[config.mk]
export PLATFORM = sky130hd
export DESIGN_NAME = adc_host_register_port
export DESIGN_NICKNAME = d
export VERILOG_FILES = /design/src/core/adc_regs_pkg.sv /design/src/core/adc_host_register_port.sv /design/src/core/two_entry_buffer.sv
export SDC_FILE = /design/constraint.sdc
export NUM_CORES = 1
export LEC_CHECK = 0
export BUFFER_PORTS_ARGS = -buffer_cell sky130_fd_sc_hd__buf_2
export CORE_ASPECT_RATIO = 0.9
export CORE_MARGIN = 1.5
export CORE_UTILIZATION = 60
export CTS_CLUSTER_SIZE = 25
export DETAILED_ROUTE_END_ITERATION = 8
export GPL_ROUTABILITY_DRIVEN = 0
export PLACE_DENSITY = 0.77
export SLEW_MARGIN = 20
export SYNTH_ARGS = -nofsm -noshare
export SYNTH_HDL_FRONTEND = slang
export SYNTH_SLANG_ARGS = --single-unit
[constraint.sdc]
create_clock -name clk -period 4.85 [get_ports clk]
set_input_delay 0 -clock clk [delete_from_list [all_inputs] [get_ports clk]]
set_output_delay 0 -clock clk [all_outputs]
set_load 0.01 [all_outputs]
[src/core/adc_regs_pkg.sv]
// Constants, register map and carrier types of the converter register port.
// Assumes one sample clock drives the whole port; no other clock is involved.
// Summary of operation
// [RQ1] Two select bits choose one of four registers.
// [RQ2] Gain, offset and control clear on reset.
// [RQ3] Address zero reads the 14-bit result.
// [RQ4] Result spans full 14-bit signed or unsigned range.
// [RQ5] Control bit eleven picks two's complement coding.
// [RQ6] Gain low three bits set amplifier gain.
// [RQ7] Offset low byte holds signed correction.
// [RQ8] Enabled correction adds offset to every result.
// [RQ9] Control bit seven low enables correction.
// [RQ10] Control bit thirteen set requests power down.
// [RQ11] Control bit twelve set selects external reference.
// [RQ12] Control bits ten to eight select test stimulus.
// [RQ13] Host writes zero into the spare bit.
// [RQ14] Address three reads back the control settings.
// [RQ15] Results reach the pins after the pipeline latency.
// [RQ16] Data pins driven only while output enable low.
// [RQ17] Range flag follows data through same pipeline.
// [RQ18] Write strobe end with select low captures data.
package adc_regs_pkg;

  // ----------------------------------------------------------------
  // Widths
  // ----------------------------------------------------------------
  localparam int DATA_W = 14;
  localparam int ADDR_W = 2;
  localparam int GAIN_W = 3;
  localparam int OFFS_W = 8;
  localparam int STIM_W = 3;

  // ----------------------------------------------------------------
  // Register addresses
  // ----------------------------------------------------------------
  localparam logic [ADDR_W-1:0] ADDR_RESULT = 2'h0;
  localparam logic [ADDR_W-1:0] ADDR_GAIN   = 2'h1;
  localparam logic [ADDR_W-1:0] ADDR_OFFSET = 2'h2;
  localparam logic [ADDR_W-1:0] ADDR_SETUP  = 2'h3;

  // ----------------------------------------------------------------
  // Control field positions
  // ----------------------------------------------------------------
  localparam int SETUP_SLEEP_BIT  = 13;
  localparam int SETUP_EXTREF_BIT = 12;
  localparam int SETUP_TWOS_BIT   = 11;
  localparam int SETUP_STIM_LSB   = 8;
  localparam int SETUP_OFFDIS_BIT = 7;
  localparam int SETUP_SPARE_BIT  = 6;

  // ----------------------------------------------------------------
  // Reset values
  // ----------------------------------------------------------------
  localparam logic [DATA_W-1:0] GAIN_RESET   = 14'h0000;
  localparam logic [DATA_W-1:0] OFFSET_RESET = 14'h0000;
  localparam logic [DATA_W-1:0] SETUP_RESET  = 14'h0000;

  // ----------------------------------------------------------------
  // Code limits in two's complement
  // ----------------------------------------------------------------
  localparam logic signed [DATA_W:0] CODE_MAX = 15'h1FFF;
  localparam logic signed [DATA_W:0] CODE_MIN = 15'h6000;

  // ----------------------------------------------------------------
  // Latency: printed in tenths of a cycle, rounded up to whole cycles
  // ----------------------------------------------------------------
  localparam int LATENCY_TENTHS = 95;
  localparam int LATENCY_CYCLES = (LATENCY_TENTHS + 9) / 10;
  localparam int PATH_CYCLES    = 3;
  localparam int PIPE_STAGES    = LATENCY_CYCLES - PATH_CYCLES + 1;

  // ----------------------------------------------------------------
  // Host pin bundle and its idle level
  // ----------------------------------------------------------------
  typedef struct packed {
    logic              chipSelectN;
    logic              writeStrobeN;
    logic              outputEnableN;
    logic              regSelectHi;
    logic              regSelectLo;
    logic [DATA_W-1:0] data;
  } host_pins_s;

  localparam int PINS_W = $bits(host_pins_s);
  localparam logic [PINS_W-1:0] PINS_IDLE = 19'h7_0000;

  // ----------------------------------------------------------------
  // Sample word carried through the pipeline
  // ----------------------------------------------------------------
  typedef struct packed {
    logic [DATA_W-1:0] code;
    logic              over;
  } sample_s;

  localparam int SAMPLE_W = $bits(sample_s);

endpackage

[src/core/adc_host_register_port.sv]
// Host register port of the converter: pin decode, registers, result path.
// Assumes the analog core delivers one raw two's complement code per
// sample strobe and that clk is the converter sample clock.
`timescale 1ns/1ns
`default_nettype none

module adc_host_register_port #(
  parameter int DATA_W      = adc_regs_pkg::DATA_W,
  parameter int PIPE_STAGES = adc_regs_pkg::PIPE_STAGES
) (
  input  wire logic              clk,
  input  wire logic              reset,
  input  wire logic              chipSelectN,
  input  wire logic              writeStrobeN,
  input  wire logic              outputEnableN,
  input  wire logic              regSelectHi,
  input  wire logic              regSelectLo,
  input  wire logic [DATA_W-1:0] dataIn,
  output logic      [DATA_W-1:0] dataOut,
  output logic                   dataOutEnN,
  input  wire logic [DATA_W-1:0] rawSample,
  input  wire logic              rawValid,
  input  wire logic              rawOverRange,
  output logic                   sampleReady,
  output logic                   rangeExceeded,
  output logic                   sleepRequest,
  output logic                   extRefSelect,
  output logic      [2:0]        gainCode,
  output logic      [2:0]        stimulusSelect
);

  // ----------------------------------------------------------------
  // Declarations
  // ----------------------------------------------------------------
  localparam int PW = adc_regs_pkg::PINS_W;
  localparam int SW = adc_regs_pkg::SAMPLE_W;

  logic [PW-1:0]              pinsRaw;
  logic [PW-1:0]              syncA_q;
  logic [PW-1:0]              syncB_q;
  logic [PW-1:0]              syncC_q;
  logic [PW-1:0]              pinsFilt_q;
  logic [PW-1:0]              pinsFilt_d;
  adc_regs_pkg::host_pins_s   pins;
  logic                       strobePrev_q;
  logic                       strobePrev_d;
  logic                       writeTaken;
  logic [1:0]                 addr;

  logic [DATA_W-1:0]          gain_q;
  logic [DATA_W-1:0]          gain_d;
  logic [DATA_W-1:0]          offset_q;
  logic [DATA_W-1:0]          offset_d;
  logic [DATA_W-1:0]          setup_q;
  logic [DATA_W-1:0]          setup_d;

  adc_regs_pkg::sample_s      pipe_q [PIPE_STAGES];
  adc_regs_pkg::sample_s      pipe_d [PIPE_STAGES];
  logic [PIPE_STAGES-1:0]     pipeValid_q;
  logic [PIPE_STAGES-1:0]     pipeValid_d;
  adc_regs_pkg::sample_s      entry;
  logic                       stall;
  logic signed [DATA_W:0]     sum;
  logic signed [DATA_W:0]     sat;

  logic                       bufInReady;
  logic                       bufOutValid;
  logic                       bufOutReady;
  logic [SW-1:0]              bufOutData;
  adc_regs_pkg::sample_s      result_q;
  adc_regs_pkg::sample_s      result_d;
  logic [DATA_W-1:0]          dataOut_q;
  logic [DATA_W-1:0]          dataOut_d;
  logic                       dataOutEnN_q;
  logic                       dataOutEnN_d;
  logic                       over_q;
  logic                       over_d;

  // ----------------------------------------------------------------
  // Pin synchroniser: three flops, a change counts once B and C agree
  // ----------------------------------------------------------------
  assign pinsRaw = {chipSelectN, writeStrobeN, outputEnableN,
                    regSelectHi, regSelectLo, dataIn};

  always_ff @(posedge clk) begin
    if (reset) begin
      syncA_q <= adc_regs_pkg::PINS_IDLE;
      syncB_q <= adc_regs_pkg::PINS_IDLE;
      syncC_q <= adc_regs_pkg::PINS_IDLE;
    end else begin
      syncA_q <= pinsRaw;
      syncB_q <= syncA_q;
      syncC_q <= syncB_q;
    end
  end

  always_comb begin
    pinsFilt_d = pinsFilt_q;
    for (int i = 0; i < PW; i++) begin
      if (syncB_q[i] == syncC_q[i]) begin
        pinsFilt_d[i] = syncC_q[i];
      end
    end
  end

  assign pins = adc_regs_pkg::host_pins_s'(pinsFilt_q);
  assign addr = {pins.regSelectHi, pins.regSelectLo};

  // ----------------------------------------------------------------
  // Write detection: strobe rising while chip select is low
  // ----------------------------------------------------------------
  assign strobePrev_d = pins.writeStrobeN;
  assign writeTaken   = pins.writeStrobeN && !strobePrev_q && !pins.chipSelectN; // [RQ18]

  always_ff @(posedge clk) begin
    if (reset) begin
      pinsFilt_q   <= adc_regs_pkg::PINS_IDLE;
      strobePrev_q <= 1'b1;
    end else begin
      pinsFilt_q   <= pinsFilt_d;
      strobePrev_q <= strobePrev_d;
    end
  end

  // ----------------------------------------------------------------
  // Register file
  // ----------------------------------------------------------------
  always_comb begin
    gain_d   = gain_q;
    offset_d = offset_q;
    setup_d  = setup_q;
    if (writeTaken) begin
      case (addr) // [RQ1]
        adc_regs_pkg::ADDR_GAIN: begin
          gain_d = pins.data; // [RQ6]
        end
        adc_regs_pkg::ADDR_OFFSET: begin
          offset_d = pins.data; // [RQ7]
        end
        adc_regs_pkg::ADDR_SETUP: begin
          setup_d = pins.data; // [RQ13]
        end
        default: begin
          gain_d = gain_q; // [RQ18]
        end
      endcase
    end
  end

  always_ff @(posedge clk) begin
    if (reset) begin
      gain_q   <= adc_regs_pkg::GAIN_RESET; // [RQ2]
      offset_q <= adc_regs_pkg::OFFSET_RESET; // [RQ2]
      setup_q  <= adc_regs_pkg::SETUP_RESET; // [RQ2]
    end else begin
      gain_q   <= gain_d;
      offset_q <= offset_d;
      setup_q  <= setup_d;
    end
  end

  // ----------------------------------------------------------------
  // Analog core settings
  // ----------------------------------------------------------------
  assign sleepRequest   = setup_q[adc_regs_pkg::SETUP_SLEEP_BIT]; // [RQ10]
  assign extRefSelect   = setup_q[adc_regs_pkg::SETUP_EXTREF_BIT]; // [RQ11]
  assign gainCode       = gain_q[adc_regs_pkg::GAIN_W-1:0]; // [RQ6]
  assign stimulusSelect = setup_q[adc_regs_pkg::SETUP_STIM_LSB +: adc_regs_pkg::STIM_W]; // [RQ12]

  // ----------------------------------------------------------------
  // Offset correction, saturation and output coding
  // ----------------------------------------------------------------
  always_comb begin
    sum = {rawSample[DATA_W-1], rawSample};
    if (!setup_q[adc_regs_pkg::SETUP_OFFDIS_BIT]) begin // [RQ9]
      sum = sum + {{(DATA_W + 1 - adc_regs_pkg::OFFS_W)
                    {offset_q[adc_regs_pkg::OFFS_W-1]}},
                   offset_q[adc_regs_pkg::OFFS_W-1:0]}; // [RQ8]
    end
    if (sum > adc_regs_pkg::CODE_MAX) begin
      sat = adc_regs_pkg::CODE_MAX; // [RQ4]
    end else if (sum < adc_regs_pkg::CODE_MIN) begin
      sat = adc_regs_pkg::CODE_MIN; // [RQ4]
    end else begin
      sat = sum;
    end
    entry.code = sat[DATA_W-1:0];
    if (!setup_q[adc_regs_pkg::SETUP_TWOS_BIT]) begin // [RQ5]
      entry.code[DATA_W-1] = ~sat[DATA_W-1]; // [RQ4]
    end
    entry.over = rawOverRange; // [RQ17]
  end

  // ----------------------------------------------------------------
  // Latency pipeline, held when the buffer refuses a word
  // ----------------------------------------------------------------
  assign stall       = pipeValid_q[PIPE_STAGES-1] && !bufInReady;
  assign sampleReady = !stall;

  always_comb begin
    pipe_d      = pipe_q;
    pipeValid_d = pipeValid_q;
    if (!stall) begin
      pipe_d[0]      = entry; // [RQ15]
      pipeValid_d[0] = rawValid && !sleepRequest;
      for (int i = 1; i < PIPE_STAGES; i++) begin
        pipe_d[i]      = pipe_q[i-1]; // [RQ15]
        pipeValid_d[i] = pipeValid_q[i-1];
      end
    end
  end

  always_ff @(posedge clk) begin
    if (reset) begin
      for (int i = 0; i < PIPE_STAGES; i++) begin
        pipe_q[i] <= '0;
      end
      pipeValid_q <= '0;
    end else begin
      pipe_q      <= pipe_d;
      pipeValid_q <= pipeValid_d;
    end
  end

  two_entry_buffer #(
    .WIDTH (SW),
    .DEPTH (2)
  ) resultBuffer (
    .clk      (clk),
    .reset    (reset),
    .inValid  (pipeValid_q[PIPE_STAGES-1]),
    .inReady  (bufInReady),
    .inData   (pipe_q[PIPE_STAGES-1]),
    .outValid (bufOutValid),
    .outReady (bufOutReady),
    .outData  (bufOutData)
  );

  // ----------------------------------------------------------------
  // Result register, frozen while the host reads it
  // ----------------------------------------------------------------
  assign bufOutReady = !(!pins.chipSelectN && !pins.outputEnableN
                         && addr == adc_regs_pkg::ADDR_RESULT);

  always_comb begin
    result_d = result_q;
    if (bufOutValid && bufOutReady) begin
      result_d = adc_regs_pkg::sample_s'(bufOutData);
    end
    over_d = result_q.over; // [RQ17]
  end

  // ----------------------------------------------------------------
  // Read multiplexer and pin drivers
  // ----------------------------------------------------------------
  always_comb begin
    case (addr) // [RQ1]
      adc_regs_pkg::ADDR_RESULT: begin
        dataOut_d = result_q.code; // [RQ3]
      end
      adc_regs_pkg::ADDR_GAIN: begin
        dataOut_d = gain_q;
      end
      adc_regs_pkg::ADDR_OFFSET: begin
        dataOut_d = offset_q;
      end
      adc_regs_pkg::ADDR_SETUP: begin
        dataOut_d = setup_q; // [RQ14]
      end
      default: begin
        dataOut_d = result_q.code;
      end
    endcase
    dataOutEnN_d = pins.outputEnableN; // [RQ16]
  end

  always_ff @(posedge clk) begin
    if (reset) begin
      result_q     <= '0;
      dataOut_q    <= '0;
      dataOutEnN_q <= 1'b1;
      over_q       <= 1'b0;
    end else begin
      result_q     <= result_d;
      dataOut_q    <= dataOut_d;
      dataOutEnN_q <= dataOutEnN_d;
      over_q       <= over_d;
    end
  end

  assign dataOut       = dataOut_q;
  assign dataOutEnN    = dataOutEnN_q;
  assign rangeExceeded = over_q;

endmodule

`default_nettype wire

[src/core/two_entry_buffer.sv]
// Two-entry buffer with valid and ready on both sides.
// Assumes both sides run on the same clock and reset.
`timescale 1ns/1ns
`default_nettype none

module two_entry_buffer #(
  parameter int WIDTH = 15,
  parameter int DEPTH = 2
) (
  input  wire logic             clk,
  input  wire logic             reset,
  input  wire logic             inValid,
  output logic                  inReady,
  input  wire logic [WIDTH-1:0] inData,
  output logic                  outValid,
  input  wire logic             outReady,
  output logic      [WIDTH-1:0] outData
);

  localparam int CNT_W = $clog2(DEPTH + 1);
  localparam int PTR_W = (DEPTH > 1) ? $clog2(DEPTH) : 1;

  logic [WIDTH-1:0] mem_q [DEPTH];
  logic [WIDTH-1:0] mem_d [DEPTH];
  logic [CNT_W-1:0] count_q;
  logic [CNT_W-1:0] count_d;
  logic [PTR_W-1:0] rdPtr_q;
  logic [PTR_W-1:0] rdPtr_d;
  logic [PTR_W-1:0] wrPtr_q;
  logic [PTR_W-1:0] wrPtr_d;
  logic             push;
  logic             pop;

  // ----------------------------------------------------------------
  // Handshake and next state
  // ----------------------------------------------------------------
  assign inReady  = (count_q != CNT_W'(DEPTH));
  assign outValid = (count_q != '0);
  assign outData  = mem_q[rdPtr_q];
  assign push     = inValid && inReady;
  assign pop      = outValid && outReady;

  always_comb begin
    mem_d   = mem_q;
    rdPtr_d = rdPtr_q;
    wrPtr_d = wrPtr_q;
    count_d = count_q;
    if (push) begin
      mem_d[wrPtr_q] = inData;
      wrPtr_d = (wrPtr_q == PTR_W'(DEPTH - 1)) ? '0 : wrPtr_q + 1'b1;
    end
    if (pop) begin
      rdPtr_d = (rdPtr_q == PTR_W'(DEPTH - 1)) ? '0 : rdPtr_q + 1'b1;
    end
    if (push && !pop) begin
      count_d = count_q + 1'b1;
    end else if (pop && !push) begin
      count_d = count_q - 1'b1;
    end
  end

  // ----------------------------------------------------------------
  // Registers
  // ----------------------------------------------------------------
  always_ff @(posedge clk) begin
    if (reset) begin
      for (int i = 0; i < DEPTH; i++) begin
        mem_q[i] <= '0;
      end
      count_q <= '0;
      rdPtr_q <= '0;
      wrPtr_q <= '0;
    end else begin
      mem_q   <= mem_d;
      count_q <= count_d;
      rdPtr_q <= rdPtr_d;
      wrPtr_q <= wrPtr_d;
    end
  end

endmodule

`default_nettype wire

======== Yosys cells after proc, flatten, opt, wreduce, memory -nomap -nowiden ========
Index checks and enable logic that the tools add are counted.
storage, ports and cells
  bits in registers ....................... 312
  input port bits ......................... 37
  output and inout bits ................... 25
  word-level logic and storage cells ...... 130
cells by class
  add/subtract/negate cells ............... 5
  $lt $le $gt $ge ......................... 5
  eq/ne operators ......................... 23
  multiplexer cells ....................... 15
  bitwise operators ....................... 3
  reductions and logical operators ........ 26
operator list
  kind                    number
  $mux W15                5
  $pmux W14 S4            1
  $bwmux W30              1
  $mux W14                2
  $eq A1 B1 Y1            19
  $add A14 B8 Y15         1
  $demux W15 S1           1
  $gt A15 B14 Y1 const B  1
  $lt A15 B14 Y1 const B  1
  $logic_and A1 B1 Y1     11
  $logic_not A1 Y1        9
  $reduce_and A2 Y1       3
  $eq A2 B2 Y1 const B    2
  $ge A2 B2 Y1 const B    2
  $mux W2                 2
  $not A1 Y2              2
  $reduce_bool A2 Y1      2
  $mux W1                 3
  $add A1 B1 Y1 const B   2
  $add A2 B1 Y2 const B   1
  $eq A2 B1 Y1 const B    1
  $logic_not A2 Y1        1
  $lt A2 B1 Y1 const B    1
  $ne A2 B2 Y1 const B    1
  other kinds (2)         2

======== Depth between registers and ports, before layout ========
  depth in word-level cells ............... 8
  mapped depth ............................ 11
  gate-level depth less buffers ........... 10

======== By module ========
Synthesis repeated with hierarchy kept, for this count alone.
second synthesis, totals
  cell total of the unflattened synthesis .. 1297
  area total of the unflattened synthesis .. 11890.2 um^2
modules (own cells, without submodules)
  module                  times used  cells an instance  area an instance (um^2)  seq. area each (um^2)
  adc_host_register_port  1           1125               10252.3                  5565.3
  two_entry_buffer        1           172                1637.8                   680.7

======== Worst setup path before layout ========
Ideal clock, no wire load.
  path kind ............................... register -> register
  start point ............................. register offset_q[0]
  end point ............................... register pipe_q[108] (netlist name)
  setup time .............................. 0.081 ns
  arrival ................................. 2.394 ns
  data required time ...................... 4.769 ns
  slack ................................... 2.375 ns
  stages on the path, launching flop included .. 12
  period minus slack after synthesis ...... 2.475 ns
  cell sequence ........................... dfxtp_1 ha_1 inv_1 fa_1 and2b_1 o21bai_4 a211oi_4 o221ai_2 a211oi_2 a21oi_2 buf_6 a211oi_2
between the ends
  longest elaborated chain between the ends .. 5
  elaborated cells on any way between the ends .. 6
  classes of those cells .................. add/sub (1); order compare (2); mux (3)
RTL lines
  what                    line                           source
  start, declared         adc_host_register_port.sv:52   logic [DATA_W-1:0] offset_q;
  start signal, assigned  adc_host_register_port.sv:153  offset_q <= adc_regs_pkg::OFFSET_RESET;
  start signal, assigned  adc_host_register_port.sv:157  offset_q <= offset_d;
  $add A14 B8 Y15 (*)     adc_host_register_port.sv:176  sum = sum + {{(DATA_W + 1 - adc_regs_pkg::OFFS_W)
  $mux W15 (*)            adc_host_register_port.sv:175  if (!setup_q[adc_regs_pkg::SETUP_OFFDIS_BIT]) begin
  $lt A15 B14 Y1          adc_host_register_port.sv:182  end else if (sum < adc_regs_pkg::CODE_MIN) begin
  $mux W14                adc_host_register_port.sv:182
  $mux W14 (*)            adc_host_register_port.sv:180  if (sum > adc_regs_pkg::CODE_MAX) begin
  end signal, assigned    adc_host_register_port.sv:220  pipe_q <= pipe_d;
  end, declared           adc_host_register_port.sv:57   adc_regs_pkg::sample_s pipe_q [PIPE_STAGES];
Every way passes the cells marked *; elsewhere a longest branch is shown, timed or not.
A chain may end at the register's enable or synchronous reset.

======== Worst setup path in the final report ========
  start point ............................. register resultBuffer.count_q[0]
  end point ............................... output sampleReady
between the ends
  longest elaborated chain between the ends .. 4
RTL lines
  what                    line                           source
  start, declared         two_entry_buffer.sv:25         logic [CNT_W-1:0] count_q;
  start signal, assigned  two_entry_buffer.sv:75         count_q <= count_d;
  $ne A2 B2 Y1            two_entry_buffer.sv:37         assign inReady = (count_q != CNT_W'(DEPTH));
  $logic_not A1 Y1        adc_host_register_port.sv:197  assign stall = pipeValid_q[PIPE_STAGES-1] && !bufInReady;
  $logic_and A1 B1 Y1     adc_host_register_port.sv:197
  $logic_not A1 Y1        --
  end, declared           adc_host_register_port.sv:24   output logic sampleReady,
Every way passes these cells.

==> results by group <==
Timing
  • Worst-Margin Slew: roughly 1.1 ns
  • Period minus WS final: ~3.3 ns
  • Final setup violation count: 0
  • Rel. slew slack: 0.2552
  • Setup TNS: 0 ns
  • Clock Skew: 0.009526 ns
  • Pins Over Slew Limit: 0
  • Final worst setup slack: ~1.6 ns
  • Final hold violations: 0
  • Final Cycle Share: 0.6721
  • Unrepaired setup endpoints after global routing: false
  • Max Freq: approximately 0.3 GHz

Logic synthesis
  • Syn. warnings: 0
  • Synthesized net count: approximately 1300
  • Synth Register Bits: 312
  • Cell count after synthesis: 1275
  • Seq/Total Area, Yosys: 0.5379
  • Synth area leader: dfxtp_1
  • Mapped Area: around 12000 sq um
  • Area contributors post-synth: dfxtp_1 (54%), nand2_1 (10%), a21oi_1 (7.5%)
  • Avg Cell Area, Syn: 9.107 sq um
  • Synth top area share: 0.5379
  • Distinct cells, synth: 56

Setup path
  • Crit path DAT: 3.26 ns
  • CP Launch Type: register
  • RR Startpoint: offset_q[7]$_SDFFE_PP0P_
  • CP startpoint: resultBuffer.count_q[0]$_SDFFE_PP0P_
  • Req. time, crit path: ~4.9 ns
  • Crit. End Element: output pin
  • Reg2Reg Depth: 8
  • Crit Path Category: register to output pin
  • Critical path fanouts, max: 70

Clock network
  • Cts hold-fix bufs: 36
  • Clk slew on worst S/H paths: roughly 0.06 ns
  • Post-CTS setup buffers: 0
  • Clock sinks: ~310
  • H-tree depth: 1
  • Clk Latency, worst-skew pair: 0.54 ns
  • Clk root buf: clkbuf_16
  • TritonCTS buffer count: 29
  • Resized cells post-CTS: 0
  • CTS tree: built
  • CTS max path bufs: 3

Cells and area
  • Number of diodes: 0
  • Finished Layout Cells: between 1500 and 2000
  • Final nets: roughly 1400
  • Most frequent cells in the layout: nand2_1 (315), dfxtp_1 (312), a21oi_1 (174)
  • Fraction of layout cells with a size suffix above 1: 0.1218
  • Most common cell after layout, fill and taps aside: nand2_1
  • Area growth, synth to finish: 14.42%
  • Core Util, Final: 0.6956

Placement
  • Hpwl dp: between 10000 and 15000 um
  • Placement Setup Slack: roughly 1.8 ns
  • PortBufs: between 60 and 70
  • Placed cells: 1506

Global routing
  • M3 GR Usage: 0.03581
  • GRT overflow: 0
  • Largest net degree at the start of global routing: 159
  • GRT Resource Usage Total: 0.2243
  • GR Layer Usage met2: 0.3592
  • Busiest grt layer: met2
  • First-pass GRT wire length: about 37000 um
  • GR Layer Usage met1: 0.3128
  • Vias in the first global route: a little under 8000
  • Initial antenna violation count: 0

Route
  • 1st-pass router iterations: 5
  • Drt total wl: 22690 um
  • DRC: 0
  • Vias per inst: ~5.4
  • Routed WL per cell: between 10 and 15 um
  • 1st-iter DRT viols: between 500 and 600
  • Antenna Nets Post-Route: 0
  • DR vias: approximately 8500

Outcome
  • Status: finished clean

Floorplan
  • Die width: 149.6 um
  • Effective utilization at floorplan: 0.6080
  • Core area: roughly 19000 sq um
  • Top Ports: 62
  • Die area: 20200 sq um
  • Rows: 48
  • Die height: 135.0 um

Worst hold path
  • Hold Crit Depth: 5
  • Hold path start: rawSample[13]
  • Worst min path class: input port to register

Power and ir drop
  • VDD IR max: approximately 330 uV
  • Final Power: approximately 5.5 mW
  • Pwr/cell area: between 400 and 500 nW/um^2
  • Leak pwr: 5.108 nW

Run
  • Max_cap viols: 0
logic make-up after synthesis:
group / Yosys count / share of synthesized area
AND/OR/NAND/NOR: 503 / 0.1851
flip-flops: 312 / 0.5379
AO/OA/AOI/OAI: 263 / 0.1386
buffers and inverters: 97 / 0.03437
multiplexers: 71 / 0.07629
adder cells (fa/ha/maj): 16 / 0.01789
XOR/XNOR: 13 / 0.009806
Yosys cell counts, drive strengths merged:
cell	number
nand2	315
dfxtp	312
a21oi	175
nor2	86
clkbuf	72
nor2b	66
mux2i	57
a211oi	29
o21ai	21
buf	16
ha	15
mux4	14
or2	13
a22oi	10
inv	9
xnor2	8
a21o	6
nand3	6
xor2	5
o21bai	4
a311oi	3
a31oi	3
nand3b	3
nor4	3
a2111oi	2
and3	2
nor3b	2
o21a	2
o22ai	2
or3	2
a2111o	1
a31o	1
a32oi	1
a41oi	1
and2	1
and2b	1
fa	1
nand2b	1
nand4	1
nor3	1
o211ai	1
o221ai	1
cell type report:
cell class	count	area [sq um]
clock inverters	9	101.3
well taps	250	312.8
fillers	1471	5813
repair buffers	105	748.2
flip-flops and latches	312	6246
clock buffers	45	865.8
inverters	9	35.03
multi-input cells	866	4976
metal layers:
layer  up-vias  routed length [um]
met1      3981               10510
met2       166               10660
met4         0                 527
li1       4363                   -
met3        38                1002
met5         -                   0
stage by stage:
| stage | hold WS, ns | instance area [sq um] |
|---|---|---|
| finish | 0.02880 | 13290 |
| global route | 0.05482 | 13290 |
| CTS | 0.002251 | 13280 |
| detailed placement | 0.1884 | 11960 |
| global placement | 0.1873 | 11960 |
| floorplan | 0.1038 | 11610 |
critical path, stage by stage, from the launching register on:
cell and delay [ns]:
dfxtp_1 0.35, nand2b_1 0.21, nor2_4 0.09, buf_4 0.45, clkinv_2 0.85, buf_4 0.53
buf_2 0.18
sequential cells by signal (all words and copies together), names as in the netlist, 14 cells and up:
signal / flops
pins: 19
result_q: 14
gain_q: 14
syncC_q: 19
setup_q: 14
resultBuffer.mem_q: 30
syncA_q: 19
syncB_q: 19
dataOut: 14
pipe_q: 120
offset_q: 14
path summary, 6_finish.rpt:
kind                                   end  slack, ns
setup / recovery               sampleReady       1.59
hold / removal    pipe_q[119]$_SDFFE_PP0N_       0.03
setup reg to reg  pipe_q[115]$_SDFFE_PP0N_       1.70
hold reg to reg     syncB_q[18]$_SDFF_PP1_       0.41
report_power, final:
| group | internal (mW) | leakage, nW | switching (mW) |
|---|---|---|---|
| clock network | 1.33 | 0.477 | 0.927 |
| logic | 0.240 | 2.09 | 0.234 |
| registers | 2.70 | 2.54 | 0.0929 |
| total | 4.27 | 5.11 | 1.25 |
(Power assumes the default switching activity.)
